<file path="src/rtl/mmtu_pkg.sv">
// Constants shared by the mode timer unit: register map, field positions,
// reset values and prescaler codes.
// Assumes a 32-bit APB slave with one aligned word per register.
package mmtu_pkg;

	// Register byte offsets
	localparam logic [7:0] OFF_CLK_RST_CTRL = 8'h00;
	localparam logic [7:0] OFF_CAP_DBG_CTRL = 8'h04;
	localparam logic [7:0] OFF_CAPTURE = 8'h08;
	localparam logic [7:0] OFF_CMP_COMMUT = 8'h0C;
	localparam logic [7:0] OFF_CMP_SAMPLE = 8'h10;
	localparam logic [7:0] OFF_CMP_OVFL = 8'h14;

	// timer_clock_reset_control fields
	localparam int CLK_SEL_LSB = 5;
	localparam int THIRD_RST_EN_BIT = 4;
	localparam int OVL_RST_EN_BIT = 3;
	localparam int SW_RST_BIT = 2;
	localparam int POS_RST_EN_BIT = 1;
	localparam int COUNT_EN_BIT = 0;

	// timer_capture_debug_control fields
	localparam int DEBUG_EN_BIT = 7;
	localparam int OVF_FLAG_BIT = 5;
	localparam int OVL_CAP_EN_BIT = 3;
	localparam int SW_CAP_BIT = 2;
	localparam int POS_CAP_EN_BIT = 1;

	// Reset values and the saturation limit
	localparam logic [7:0] CTRL_RESET = 8'h00;
	localparam logic [15:0] WORD_RESET = 16'h0000;
	localparam logic [15:0] COUNT_MAX = 16'hFFFF;

	// Clock select codes and the matching divider masks
	localparam logic [2:0] SEL_DIV8 = 3'h0;
	localparam logic [2:0] SEL_DIV16 = 3'h2;
	localparam logic [2:0] SEL_DIV32 = 3'h4;
	localparam logic [2:0] SEL_DIV64 = 3'h6;
	localparam logic [2:0] SEL_DIV128 = 3'h1;
	localparam logic [6:0] MASK_DIV8 = 7'h07;
	localparam logic [6:0] MASK_DIV16 = 7'h0F;
	localparam logic [6:0] MASK_DIV32 = 7'h1F;
	localparam logic [6:0] MASK_DIV64 = 7'h3F;
	localparam logic [6:0] MASK_DIV128 = 7'h7F;
	localparam logic [6:0] MASK_NONE = 7'h00;

endpackage : mmtu_pkg

</file>
<file path="src/rtl/mmtu_tick_if.sv">
// Carrier between the mode timer core and its prescaler.
// Assumes both ends run on the same system clock.
`timescale 1ns/1ps
`default_nettype none
interface mmtu_tick_if;
	logic [2:0] sel;
	logic run;
	logic tick;
	modport ctrl (output sel, output run, input tick);
	modport gen (input sel, input run, output tick);
endinterface : mmtu_tick_if
`default_nettype wire

</file>
<file path="src/rtl/mmtu_prescale.sv">
// Prescaler for the mode timer: one-cycle count tick at the selected division.
// Assumes the select field only changes while run is low.
`timescale 1ns/1ps
`default_nettype none
module mmtu_prescale (
	input wire logic sys_clk_i,
	input wire logic sys_rst_i,
	mmtu_tick_if.gen tk
);
	import mmtu_pkg::*;

	logic [6:0] div_q;
	logic [6:0] div_d;
	logic [6:0] mask;

	// Code to divider mask; reserved codes never tick
	function automatic logic [6:0] sel_mask(input logic [2:0] sel);
		case (sel)
			SEL_DIV8: sel_mask = MASK_DIV8;
			SEL_DIV16: sel_mask = MASK_DIV16;
			SEL_DIV32: sel_mask = MASK_DIV32;
			SEL_DIV64: sel_mask = MASK_DIV64;
			SEL_DIV128: sel_mask = MASK_DIV128;
			default: sel_mask = MASK_NONE;
		endcase
	endfunction : sel_mask

	// Divider restarts while stopped so the first tick comes a full period in
	always_comb begin
		mask = sel_mask(tk.sel);
		div_d = tk.run ? 7'(div_q + 7'h01) : 7'h00;
		tk.tick = tk.run && (mask != MASK_NONE) && ((div_q & mask) == mask); // RULE_20 RULE_21
	end

	// Divider state
	always_ff @(posedge sys_clk_i or posedge sys_rst_i) begin
		if (sys_rst_i) begin
			div_q <= 7'h00;
		end else begin
			div_q <= div_d;
		end
	end

	a_tick_reserved: assert property (@(posedge sys_clk_i) disable iff (sys_rst_i)
		(sel_mask(tk.sel) == MASK_NONE) |-> !tk.tick) else $error("tick on reserved code"); // RULE_21
	// A stop restarts the divider from zero, so it abandons the spacing check
	a_tick_div8: assert property (@(posedge sys_clk_i) disable iff (sys_rst_i || !tk.run)
		(tk.tick && tk.sel == SEL_DIV8 && $stable(tk.sel)) |=> !tk.tick [*7] ##1 (tk.tick || !tk.run))
		else $error("divide by 8 spacing wrong"); // RULE_21

endmodule : mmtu_prescale
`default_nettype wire

</file>
<file path="src/rtl/mmtu_top.sv">
// Mode timer unit: 16-bit up counter with restart sources, saturation,
// three one-shot compares, capture register and debug pin, on an APB slave.
// Assumes position_detect_irq_i is a one-cycle pulse on sys_clk_i and the
// overload signal comes asynchronously from a pin.
// Notes on behaviour
// RULE_01: Counter counts up and clears on position detection events when enabled.
// RULE_02: Three compare interrupt outputs derive from the counter value.
// RULE_03: Counter saturates at FFFF and sets readable overflow flag bit 5.
// RULE_04: Third-timer reset enable bit 4 restarts counter on third compare.
// RULE_05: Overload reset enable bit 3 restarts counter on overload assertion.
// RULE_06: Writing 1 to bit 2 restarts counter; write-only, zero ignored.
// RULE_07: Position reset enable bit 1 restarts counter on position event.
// RULE_08: Enable bit 0 starts counting; compares loaded beforehand by software. The code disarms a compare written while bit 0 is clear one cycle later.
// RULE_09: Clearing enable cancels all armed compares until rewritten.
// RULE_10: Compares interrupt only while the counter is enabled.
// RULE_11: First compare fires on greater-or-equal; others on exact match.
// RULE_12: Compares disarm after firing and whenever the counter restarts.
// RULE_13: Any compare write re-arms it, even with an unchanged value.
// RULE_14: Writing 1 to capture bit 2 copies the count to capture.
// RULE_15: Overload capture enable bit 3 captures count on overload assertion.
// RULE_16: Position capture enable bit 1 captures count on position events.
// RULE_17: Each capture overwrites the previous captured value.
// RULE_18: Capture register readable, giving interval between position events.
// RULE_19: Debug enable bit 7 drives a pin from the interrupt signals.
// RULE_20: Clock select bits 7 to 5 choose the prescaled count clock.
// RULE_21: Codes give divide by 8,16,32,64,128; other codes reserved.
// RULE_22: Software changes clock select only while counting is disabled.
// RULE_23: Software avoids read-modify-write on both control registers.
// RULE_24: Capture uses the count before a simultaneous restart clears it.
`timescale 1ns/1ps
`default_nettype none
module mmtu_top (
	input wire logic sys_clk_i,
	input wire logic sys_rst_i,
	input wire logic psel_i,
	input wire logic penable_i,
	input wire logic pwrite_i,
	input wire logic [7:0] paddr_i,
	input wire logic [31:0] pwdata_i,
	output logic [31:0] prdata_o,
	output logic pready_o,
	output logic pslverr_o,
	input wire logic position_detect_irq_i,
	input wire logic overload_protect_signal_i,
	output logic [2:0] compare_timer_irq_o,
	output logic debug_pin_o,
	output logic debug_pin_oe_o
);
	import mmtu_pkg::*;

	mmtu_tick_if tk ();

	logic [7:0] ctrl_a_q, ctrl_a_d;
	logic [7:0] ctrl_b_q, ctrl_b_d;
	logic [15:0] count_q, count_d;
	logic [15:0] capture_q, capture_d;
	logic [15:0] cmp_q [3];
	logic [15:0] cmp_d [3];
	logic [2:0] armed_q, armed_d;
	logic [2:0] irq_q, irq_d;
	logic ovf_q, ovf_d;
	logic debug_q, debug_d;
	logic [31:0] rdata_q, rdata_d;
	logic [1:0] ovl_sync_q;
	logic ovl_prev_q;
	logic ovl_rise;
	logic wr_en, setup;
	logic [2:0] cmp_wr;
	logic [2:0] fire;
	logic sw_rst, sw_cap, timer_rst, cap_ev;
	logic run;

	// Decode of the six mapped word offsets
	function automatic logic addr_mapped(input logic [7:0] a);
		addr_mapped = (a == OFF_CLK_RST_CTRL) || (a == OFF_CAP_DBG_CTRL) ||
			(a == OFF_CAPTURE) || (a == OFF_CMP_COMMUT) ||
			(a == OFF_CMP_SAMPLE) || (a == OFF_CMP_OVFL);
	endfunction : addr_mapped

	// Overload pin passes two flops; the edge detector reads only the second
	always_ff @(posedge sys_clk_i or posedge sys_rst_i) begin
		if (sys_rst_i) begin
			ovl_sync_q <= 2'h0;
			ovl_prev_q <= 1'b0;
		end else begin
			ovl_sync_q <= {ovl_sync_q[0], overload_protect_signal_i};
			ovl_prev_q <= ovl_sync_q[1];
		end
	end
	assign ovl_rise = ovl_sync_q[1] && !ovl_prev_q;

	// APB strobes: zero wait states, unmapped offsets answer with an error
	assign setup = psel_i && !penable_i;
	assign wr_en = psel_i && penable_i && pwrite_i && addr_mapped(paddr_i);
	assign pready_o = 1'b1;
	assign pslverr_o = psel_i && penable_i && !addr_mapped(paddr_i);
	assign prdata_o = rdata_q;
	assign cmp_wr[0] = wr_en && (paddr_i == OFF_CMP_COMMUT);
	assign cmp_wr[1] = wr_en && (paddr_i == OFF_CMP_SAMPLE);
	assign cmp_wr[2] = wr_en && (paddr_i == OFF_CMP_OVFL);

	// Write-only strobes exist only during the write; zero written does nothing
	assign sw_rst = wr_en && (paddr_i == OFF_CLK_RST_CTRL) && pwdata_i[SW_RST_BIT]; // RULE_06
	assign sw_cap = wr_en && (paddr_i == OFF_CAP_DBG_CTRL) && pwdata_i[SW_CAP_BIT]; // RULE_14

	// Control registers; strobe bits are never stored so they read as zero
	always_comb begin
		ctrl_a_d = ctrl_a_q;
		ctrl_b_d = ctrl_b_q;
		if (wr_en && paddr_i == OFF_CLK_RST_CTRL) begin
			ctrl_a_d = pwdata_i[7:0];
			ctrl_a_d[SW_RST_BIT] = 1'b0;
		end
		if (wr_en && paddr_i == OFF_CAP_DBG_CTRL) begin
			ctrl_b_d = 8'h00;
			ctrl_b_d[DEBUG_EN_BIT] = pwdata_i[DEBUG_EN_BIT];
			ctrl_b_d[OVL_CAP_EN_BIT] = pwdata_i[OVL_CAP_EN_BIT];
			ctrl_b_d[POS_CAP_EN_BIT] = pwdata_i[POS_CAP_EN_BIT];
		end
	end

	always_ff @(posedge sys_clk_i or posedge sys_rst_i) begin
		if (sys_rst_i) begin
			ctrl_a_q <= CTRL_RESET;
			ctrl_b_q <= CTRL_RESET;
		end else begin
			ctrl_a_q <= ctrl_a_d;
			ctrl_b_q <= ctrl_b_d;
		end
	end

	// Prescaler hookup; select is a plain field, so glitches on a live
	// change are the reason it must only move while stopped
	assign run = ctrl_a_q[COUNT_EN_BIT]; // RULE_08
	assign tk.run = run;
	assign tk.sel = ctrl_a_q[CLK_SEL_LSB +: 3]; // RULE_20

	mmtu_prescale u_prescale (
		.sys_clk_i(sys_clk_i),
		.sys_rst_i(sys_rst_i),
		.tk(tk)
	);

	// Compare matches: first by magnitude so a late write still fires
	always_comb begin
		fire[0] = run && armed_q[0] && (count_q >= cmp_q[0]); // RULE_10 RULE_11
		fire[1] = run && armed_q[1] && (count_q == cmp_q[1]); // RULE_11
		fire[2] = run && armed_q[2] && (count_q == cmp_q[2]); // RULE_11
	end

	// Restart sources; all but the software restart gated by an enable
	assign timer_rst = sw_rst ||
		(position_detect_irq_i && ctrl_a_q[POS_RST_EN_BIT]) || // RULE_01 RULE_07
		(fire[2] && ctrl_a_q[THIRD_RST_EN_BIT]) || // RULE_04
		(ovl_rise && ctrl_a_q[OVL_RST_EN_BIT]); // RULE_05

	// Counter with saturation; overflow flag is sticky until a restart,
	// and a saturation in the restart cycle cannot occur since count goes to zero
	always_comb begin
		count_d = count_q;
		ovf_d = ovf_q;
		if (timer_rst) begin
			count_d = WORD_RESET; // RULE_01
			ovf_d = 1'b0;
		end else if (run && tk.tick) begin
			if (count_q == COUNT_MAX) begin
				ovf_d = 1'b1; // RULE_03
			end else begin
				count_d = 16'(count_q + 16'h0001);
			end
		end
	end

	always_ff @(posedge sys_clk_i or posedge sys_rst_i) begin
		if (sys_rst_i) begin
			count_q <= WORD_RESET;
			ovf_q <= 1'b0;
		end else begin
			count_q <= count_d;
			ovf_q <= ovf_d;
		end
	end

	// Capture takes the pre-restart count, so it holds the whole interval
	assign cap_ev = sw_cap ||
		(ovl_rise && ctrl_b_q[OVL_CAP_EN_BIT]) || // RULE_15
		(position_detect_irq_i && ctrl_b_q[POS_CAP_EN_BIT]); // RULE_16

	always_comb begin
		capture_d = cap_ev ? count_q : capture_q; // RULE_17 RULE_24
	end

	always_ff @(posedge sys_clk_i or posedge sys_rst_i) begin
		if (sys_rst_i) begin
			capture_q <= WORD_RESET;
		end else begin
			capture_q <= capture_d;
		end
	end

	// Compare registers and arming; a write re-arms even over a restart
	always_comb begin
		for (int i = 0; i < 3; i++) begin
			cmp_d[i] = cmp_wr[i] ? pwdata_i[15:0] : cmp_q[i];
			if (cmp_wr[i]) begin
				armed_d[i] = 1'b1; // RULE_13
			end else if (fire[i] || timer_rst || !run) begin
				armed_d[i] = 1'b0; // RULE_09 RULE_12
			end else begin
				armed_d[i] = armed_q[i];
			end
		end
	end

	always_ff @(posedge sys_clk_i or posedge sys_rst_i) begin
		if (sys_rst_i) begin
			for (int i = 0; i < 3; i++) begin
				cmp_q[i] <= WORD_RESET;
			end
			armed_q <= 3'h0;
		end else begin
			for (int i = 0; i < 3; i++) begin
				cmp_q[i] <= cmp_d[i];
			end
			armed_q <= armed_d;
		end
	end

	// Interrupt pulses and debug pin, both one cycle after the match
	always_comb begin
		irq_d = fire; // RULE_02
		debug_d = ctrl_b_q[DEBUG_EN_BIT] && (|fire); // RULE_19
	end

	always_ff @(posedge sys_clk_i or posedge sys_rst_i) begin
		if (sys_rst_i) begin
			irq_q <= 3'h0;
			debug_q <= 1'b0;
		end else begin
			irq_q <= irq_d;
			debug_q <= debug_d;
		end
	end
	assign compare_timer_irq_o = irq_q;
	assign debug_pin_o = debug_q;
	assign debug_pin_oe_o = ctrl_b_q[DEBUG_EN_BIT]; // RULE_19

	// Read data is latched in the setup cycle for zero-wait access
	always_comb begin
		rdata_d = rdata_q;
		if (setup) begin
			case (paddr_i)
				OFF_CLK_RST_CTRL: rdata_d = {24'h000000, ctrl_a_q};
				OFF_CAP_DBG_CTRL: rdata_d = {24'h000000, ctrl_b_q[7:6], ovf_q, ctrl_b_q[4:0]}; // RULE_03
				OFF_CAPTURE: rdata_d = {16'h0000, capture_q}; // RULE_18
				OFF_CMP_COMMUT: rdata_d = {16'h0000, cmp_q[0]};
				OFF_CMP_SAMPLE: rdata_d = {16'h0000, cmp_q[1]};
				OFF_CMP_OVFL: rdata_d = {16'h0000, cmp_q[2]};
				default: rdata_d = 32'h00000000;
			endcase
		end
	end

	always_ff @(posedge sys_clk_i or posedge sys_rst_i) begin
		if (sys_rst_i) begin
			rdata_q <= 32'h00000000;
		end else begin
			rdata_q <= rdata_d;
		end
	end

	// Checks on the guarded behaviour
	a_pos_clear: assert property (@(posedge sys_clk_i) disable iff (sys_rst_i)
		(position_detect_irq_i && ctrl_a_q[POS_RST_EN_BIT]) |=> (count_q == 16'h0000))
		else $error("position event did not clear counter"); // RULE_07
	a_third_clear: assert property (@(posedge sys_clk_i) disable iff (sys_rst_i)
		(fire[2] && ctrl_a_q[THIRD_RST_EN_BIT]) |=> (count_q == 16'h0000 && irq_q[2]))
		else $error("third compare did not clear counter"); // RULE_04
	a_ovl_clear: assert property (@(posedge sys_clk_i) disable iff (sys_rst_i)
		($rose(ovl_sync_q[1]) && ctrl_a_q[OVL_RST_EN_BIT]) |=> (count_q == 16'h0000))
		else $error("overload did not clear counter"); // RULE_05
	a_sw_clear: assert property (@(posedge sys_clk_i) disable iff (sys_rst_i)
		sw_rst |=> (count_q == 16'h0000 && ctrl_a_q[SW_RST_BIT] == 1'b0))
		else $error("software restart failed"); // RULE_06
	a_saturate: assert property (@(posedge sys_clk_i) disable iff (sys_rst_i)
		(count_q == COUNT_MAX && !timer_rst && run && tk.tick) |=> (count_q == COUNT_MAX && ovf_q))
		else $error("counter did not saturate"); // RULE_03
	a_stop_hold: assert property (@(posedge sys_clk_i) disable iff (sys_rst_i)
		(!run && !timer_rst) |=> $stable(count_q) && (irq_q == 3'h0))
		else $error("counter moved or fired while disabled"); // RULE_08 RULE_10
	a_disable_disarm: assert property (@(posedge sys_clk_i) disable iff (sys_rst_i)
		($fell(run) && cmp_wr == 3'h0) |=> (armed_q == 3'h0 && irq_q == 3'h0))
		else $error("compare armed after disable"); // RULE_09
	a_one_shot: assert property (@(posedge sys_clk_i) disable iff (sys_rst_i)
		(fire[0] && !cmp_wr[0]) |=> !armed_q[0] ##1 !irq_q[0])
		else $error("first compare fired twice"); // RULE_12
	a_rearm_write: assert property (@(posedge sys_clk_i) disable iff (sys_rst_i)
		cmp_wr[1] |=> armed_q[1] && cmp_q[1] == $past(pwdata_i[15:0]))
		else $error("compare write did not re-arm"); // RULE_13
	a_ge_match: assert property (@(posedge sys_clk_i) disable iff (sys_rst_i)
		(run && armed_q[0] && count_q >= cmp_q[0]) |=> irq_q[0])
		else $error("magnitude compare missed"); // RULE_11
	a_eq_only: assert property (@(posedge sys_clk_i) disable iff (sys_rst_i)
		(irq_q[1]) |-> ($past(count_q) == $past(cmp_q[1])))
		else $error("second compare fired off match"); // RULE_11
	a_capture_pre: assert property (@(posedge sys_clk_i) disable iff (sys_rst_i)
		(position_detect_irq_i && ctrl_b_q[POS_CAP_EN_BIT]) |=> (capture_q == $past(count_q)))
		else $error("capture lost pre-restart count"); // RULE_16 RULE_24
	a_ovl_capture: assert property (@(posedge sys_clk_i) disable iff (sys_rst_i)
		($rose(ovl_sync_q[1]) && ctrl_b_q[OVL_CAP_EN_BIT]) |=> (capture_q == $past(count_q)))
		else $error("overload capture missed"); // RULE_15
	a_sw_capture: assert property (@(posedge sys_clk_i) disable iff (sys_rst_i)
		sw_cap |=> (capture_q == $past(count_q)))
		else $error("software capture missed"); // RULE_14 RULE_17
	a_debug_pin: assert property (@(posedge sys_clk_i) disable iff (sys_rst_i)
		(ctrl_b_q[DEBUG_EN_BIT] && |fire) |=> debug_pin_o)
		else $error("debug pin missed interrupt"); // RULE_19

	c_commut_irq: cover property (@(posedge sys_clk_i) disable iff (sys_rst_i) irq_q[0]);
	c_third_restart: cover property (@(posedge sys_clk_i) disable iff (sys_rst_i)
		fire[2] && ctrl_a_q[THIRD_RST_EN_BIT]);
	c_overflow: cover property (@(posedge sys_clk_i) disable iff (sys_rst_i) $rose(ovf_q));
	c_pos_interval: cover property (@(posedge sys_clk_i) disable iff (sys_rst_i)
		position_detect_irq_i && ctrl_b_q[POS_CAP_EN_BIT] && ctrl_a_q[POS_RST_EN_BIT]);

endmodule : mmtu_top
`default_nettype wire

</file>
<file path="config.mk">
export PLATFORM = sky130hd
export DESIGN_NAME = mmtu_top
export DESIGN_NICKNAME = d
export VERILOG_FILES = /design/src/rtl/mmtu_pkg.sv /design/src/rtl/mmtu_tick_if.sv /design/src/rtl/mmtu_prescale.sv /design/src/rtl/mmtu_top.sv
export SDC_FILE = /design/constraint.sdc
export NUM_CORES = 1
export LEC_CHECK = 0
export BUFFER_PORTS_ARGS = -buffer_cell sky130_fd_sc_hd__buf_2
export CAP_MARGIN = 20
export CORE_MARGIN = 3
export CORE_UTILIZATION = 45
export CTS_CLUSTER_DIAMETER = 60
export CTS_CLUSTER_SIZE = 8
export DETAILED_ROUTE_END_ITERATION = 7
export PLACE_DENSITY = 0.75
export SLEW_MARGIN = 10
export SYNTH_ARGS = -nofsm -noshare
export SYNTH_HDL_FRONTEND = slang
export SYNTH_SLANG_ARGS = --single-unit
</file>
<file path="constraint.sdc">
create_clock -name sys_clk_i -period 6.4 [get_ports sys_clk_i]
set_input_delay 0.64 -clock sys_clk_i [delete_from_list [all_inputs] [get_ports sys_clk_i]]
set_output_delay 0.64 -clock sys_clk_i [all_outputs]
set_load 0.005 [all_outputs]
</file>
Yosys cells after proc, flatten, opt, wreduce, memory -nomap -nowiden
Index checks and enable logic that the tools add are counted.

operators by class
  equal/unequal tests = 14
  bitwise gates (word level) = 1
  reduce and logical (&&, ||, !) cells = 59
  $lt $le $gt $ge = 1
  $add $sub $neg = 2
  muxes and demuxes = 15

operators by type and width
  cell                     count
  $pmux W16 S6             1
  $mux W16                 3
  $pmux W7 S5              1
  $eq A16 B16 Y1           2
  $logic_and A1 B1 Y1      28
  $add A16 B1 Y16 const B  1
  $eq A16 B16 Y1 const B   1
  $eq A8 B4 Y1 const B     2
  $eq A8 B5 Y1 const B     2
  $ge A16 B16 Y1           1
  $logic_or A1 B1 Y1       16
  $reduce_bool A2 Y1       5
  $mux W1                  9
  $eq A8 B3 Y1 const B     1
  $logic_not A8 Y1         1
  $add A7 B1 Y7 const B    1
  $and A7 B7 Y7            1
  $eq A7 B7 Y1             1
  $mux W7                  1
  $reduce_bool A7 Y1       1
  $eq A3 B3 Y1 const B     2
  $logic_not A1 Y1         4
  $reduce_and A2 Y1        2
  $eq A3 B1 Y1 const B     1
  4 further kinds          4

storage, ports and cells
  logic and storage cells = 109
  register bits after elaboration = 140

Logic depth before layout (Yosys ltp)
  depth after elaboration = 16
  depth in mapped cells = 9
  mapped depth without buffers = 8

Hierarchy
A second synthesis with hierarchy kept.

second synthesis, totals
  cells, all modules = 570
  area total of the unflattened synthesis = 6581.3 um^2

modules (own cells, without submodules)
  module         cells each  instances  seq. area each (um^2)  area an instance (um^2)
  mmtu_top       535         1          2927.8                 6223.5
  mmtu_prescale  35          1          175.2                  357.8

Worst setup path before layout
Ideal clock, no wire load.

  kind = in2reg
  from = input paddr_i[5]
  to = register cmp_q[0] (netlist name)
  required time = 6275 ps
  stages = 6
  path slack = 3915 ps
  arrival time = 2360 ps
  buffers on the path = 1
  path through = or4_4 > nor3_4 > nand2_1 > nor2_2 > buf_4 > mux2_2

on the way
  cells in the longest elaborated chain, start to end = 8
  elaborated cells on any way between the ends = 13
  classes of those cells = 5 x eq/ne; 8 x reduce/logical

RTL lines
  what                                              RTL line         RTL
  start: declaration                                mmtu_top.sv:38   input wire logic [7:0] paddr_i,
  $eq A8 B3 Y1 or $logic_not A8 Y1 (tied branches)  mmtu_top.sv:75   addr_mapped = (a == OFF_CLK_RST_CTRL) || (a == OFF_CAP_DBG_CTRL) ||
  $logic_or A1 B1 Y1 (2 in series)                  mmtu_top.sv:75
  $logic_or A1 B1 Y1 (2 in series)                  mmtu_top.sv:76   (a == OFF_CAPTURE) || (a == OFF_CMP_COMMUT) ||
  $logic_or A1 B1 Y1                                mmtu_top.sv:77   (a == OFF_CMP_SAMPLE) || (a == OFF_CMP_OVFL);
  $logic_and A1 B1 Y1                               mmtu_top.sv:94   assign wr_en = psel_i && penable_i && pwrite_i && addr_mapped(paddr_i);
  $logic_and A1 B1 Y1 (*)                           mmtu_top.sv:100  assign cmp_wr[2] = wr_en && (paddr_i == OFF_CMP_OVFL);
  end signal: indexed assignment                    mmtu_top.sv:223  cmp_q[i] <= cmp_d[i];
  end: declaration                                  mmtu_top.sv:57   logic [15:0] cmp_q [3];

Mark *: on every way between the ends. The rest lies on a longest branch, timed or not.
A chain may end at the register's enable or synchronous reset.

Final worst setup path
  from = input paddr_i[5]
  to = register cmp_q[22] (netlist name)

on the way
  cells in the longest elaborated chain, start to end = 8
  elaborated cells on any way between the ends = 13
  classes of those cells = 5 x eq/ne; 8 x reduce/logical

RTL lines
  what                                              RTL line        RTL
  $eq A8 B3 Y1 or $logic_not A8 Y1 (tied branches)  mmtu_top.sv:75
  $logic_or A1 B1 Y1 (2 in series)                  mmtu_top.sv:75
  $logic_or A1 B1 Y1 (2 in series)                  mmtu_top.sv:76
  $logic_or A1 B1 Y1                                mmtu_top.sv:77
  $logic_and A1 B1 Y1                               mmtu_top.sv:94
  $logic_and A1 B1 Y1 (*)                           mmtu_top.sv:99  assign cmp_wr[1] = wr_en && (paddr_i == OFF_CMP_SAMPLE);

Marks and branches as above.

==> impl_metrics.csv <==
group,metric,value,unit
yosys,synth-async-reset-ratio,1.00,
drt,ant_nets,0,
timing,setup_viol_count_final,0,
timing,slew_viol_final,0,
drt,routedWlPerCell,18.7,µm
drt,drt_iter0_drc,411,
final_layout,num_antenna_cells,0,
setup_path,cp_num_buf_inv,2,
yosys,avgSynthCellArea,10.4,µm²
yosys,ys_ff_latch,124,
die,initial_core_util,0.472,
setup_path,startpoint,"paddr_i[5]",
setup_path,required,6.70,ns
die,rows,42,
timing,hold_viol,0,
clock_tree,htree_levels,4,
global_routing,grt_max_degree,72,
yosys,synth-seq-area-share,0.484,
yosys,synth.cell_area,6400,µm²
placement,io_buffers,52,
clock_tree,cts.path.max_buffers,2,
drt,routed_wl,15.7,mm
die,dieArea,15700,µm²
setup_path,path_max_fanout,17,
placement,placed_area,6660,µm²
timing,fin_crit_sh,0.460,
clock_tree,ctsResizeCount,0,
timing,max_slew_margin,0.304,
die,core-area,13600,µm²
drt,drt_first_pass_iters,6,
clock_tree,cts_setup_buffers,0,
yosys,synth_top_area_frac,0.484,
final_layout,syn_to_final_growth,13.1,%
pwr,p_sw_frac,0.266,
clock_tree,clock_latency,0.41,ns
pwr,intPower,1590,µW
final_layout,nNetsFinal,714,
yosys,synth_cells,615,
die,die_h,125,µm
pwr,pwr-share-comb,0.128,
yosys,yosys-top-cells-area,"dfrtp_1 (48%), nand2_1 (6.1%), mux2_2 (5.8%)",
clock_tree,cts.sinks,124,
global_routing,antenna_found_initial,0,
clock_tree,cts_tree,"yes",
global_routing,grt_pass1_wl,25.3,mm
clock_tree,cts.clk_slew.worst_paths,0.05,ns
timing,skew,0.0104,ns
setup_path,criticalPathCategory,"in2reg",
clock_tree,cts_buffers,17,
setup_path,arrival,3.24,ns
timing,timing.setup.tns,0,ns
pwr,p_sw,574,µW
yosys,yosys.cell_types.count,60,
global_routing,first_global_vias,4795,
yosys,yosysTopAreaCell,"dfrtp_1",
setup_path,slowest_delay,0.80,ns
timing,tightest_slew,1.04,ns
setup_path,end_kind,"flop",
setup_path,timing.critical_path.mode_cell,"nand2_1",
pwr,pwr-share-clk,0.431,
setup_path,rr_startpoint,"ctrl_a_q[0]",
clock_tree,ctsHoldBuffers,0,
setup_path,crit_chain,"buf_2 -> or4_4 -> nor4_2 -> and3_1 -> inv_2 -> nand2_1 -> nand2_1",
global_routing,grt_usage,0.204,
setup_path,slowest_stage,"and3_1",
drt,routed_via_density,5.71,
job,max_cap_violations,0,
pwr,ir_worst_vdd,0.000184,V
clock_tree,root_buffer,"clkbuf_16",
yosys,synth_commonest_cells,"dfrtp_1 (124), nand2_1 (104), mux2_2 (33)",
placement,dpl.hpwl,10.8,mm
timing,rsz0062_at_grt,"false",
die,ios,86,
final_layout,final_design_area_no_fill,7240,µm²
outcome,status,"complete, no violations",
timing,fin_crit,2.94,ns
final_layout,drive_above_1_share,0.219,
pwr,power.density,298,nW/µm²
setup_path,cp_top_family,"simple AND/OR/NAND/NOR gates",
drt,drc_errors,0,
yosys,ys_warn_count,0,
global_routing,grt-ovfl-total,0,
drt,num_vias,4777,
pwr,seqPwrFrac,0.441,
timing,fmax,0.340,GHz
placement,gp_congestion,0.930,
yosys,ys.flop_type,"dfrtp_1",
yosys,yosysMostFrequentCell,"dfrtp_1",
die,die_w,125,µm
yosys,synth_edf_count,0,
pwr,p_leak,0.00355,µW
min_path,hp-class,"in2async",
setup_path,cp-start-kind,"primary input",
==> worst paths after layout <==
kind	cells after the start	slack [ns]	endpoint
min in group sys_clk_i	1	0.34	ovl_sync_q[0]
worst min-delay path	2	0.32	ovl_sync_q[1]
worst max register to register	5	3.88	count_q[4]
worst min register to register	0	0.40	ovl_prev_q
worst max-delay path	7	3.46	cmp_q[22]
max in group asynchronous	3	4.75	cmp_q[42]
==> layout by cell type (no fill, tap or decap), types with 9 or more instances in the layout <==
cell / Yosys / routed
a21oi_1: 11 / 11
a221oi_1: 9 / 9
a22o_1: 13 / 13
buf_2: 17 / 52
clkbuf_16: 0 / 17
conb_1: 2 / 17
dfrtp_1: 124 / 124
ha_1: 18 / 18
inv_1: 22 / 21
mux2_2: 33 / 33
mux2_4: 10 / 10
nand2_1: 104 / 104
nand3_1: 12 / 12
nor2_1: 20 / 20
nor4_1: 15 / 14
o21ai_0: 30 / 30
xnor2_1: 25 / 25
xor2_1: 26 / 26
==> sequential cells by signal, summed over array words and instances (netlist names) <==
| register | flops |
|---|---|
| debug_pin_o | 1 |
| ctrl_b_q | 3 |
| armed_q | 3 |
| count_q | 16 |
| ovl_prev_q | 1 |
| compare_timer_irq_o | 3 |
| prdata_o | 16 |
| cmp_q | 48 |
| ovl_sync_q | 2 |
| ovf_q | 1 |
| capture_q | 16 |
| u_prescale.div_q | 7 |
| ctrl_a_q | 7 |
==> area by class of cell <==
cell class	instances	area (µm²)
Sequential cell	124	3100
Multi-Input combinational cell	426	2960
Clock buffer	23	488
Inverter	24	92.6
Fill cell	1158	6310
Tap cell	176	220
Clock inverter	8	90.1
Timing Repair Buffer	56	290
==> per-stage QoR <==
stage / utilization / worst slack (ns) / hold slack [ns] / power [µW] / cells
6_report: 0.534 / 3.46 / 0.320 / 2160 / 837
5_1_grt: 0.534 / 3.32 / 0.324 / 2250 / 837
4_1_cts: 0.534 / 3.51 / 0.318 / 2160 / 836
3_5_place_dp: 0.491 / 3.03 / 0.371 / 1230 / 805
3_3_place_gp: 0.491 / 3.09 / 0.337 / 1220 / 805
2_1_floorplan: - / 2.46 / 0.331 / 1150 / 630
==> metal layers <==
layer / routed length [µm] / global-route usage
met5: 0 / 0
met4: 481 / 0.0944
met3: 1200 / 0.0465
met2: 7510 / 0.317
met1: 6480 / 0.275
==> power by group through the flow <==
stage          logic [µW]  clock network [µW]  registers [µW]
2_1_floorplan         258                   0             892
3_3_place_gp          263                   0             954
3_5_place_dp          272                   0             958
4_1_cts               275                 942             947
5_1_grt               309                 981             959
6_report              277                 931             951
==> cells by family (layout without fill, tap and decap cells) <==
family,count (synthesis),count (layout),synth area share
muxes,47,47,0.0955
AOI/OAI and AO/OA,89,89,0.0946
DFF,124,124,0.484
xor gates and xnor gates,51,51,0.0697
and+or+nand+nor,204,204,0.156
buffers and inverters,80,111,0.0633
other,2,17,0.00117
adders and majority gates,18,18,0.0352
(Power assumes the default switching activity.)
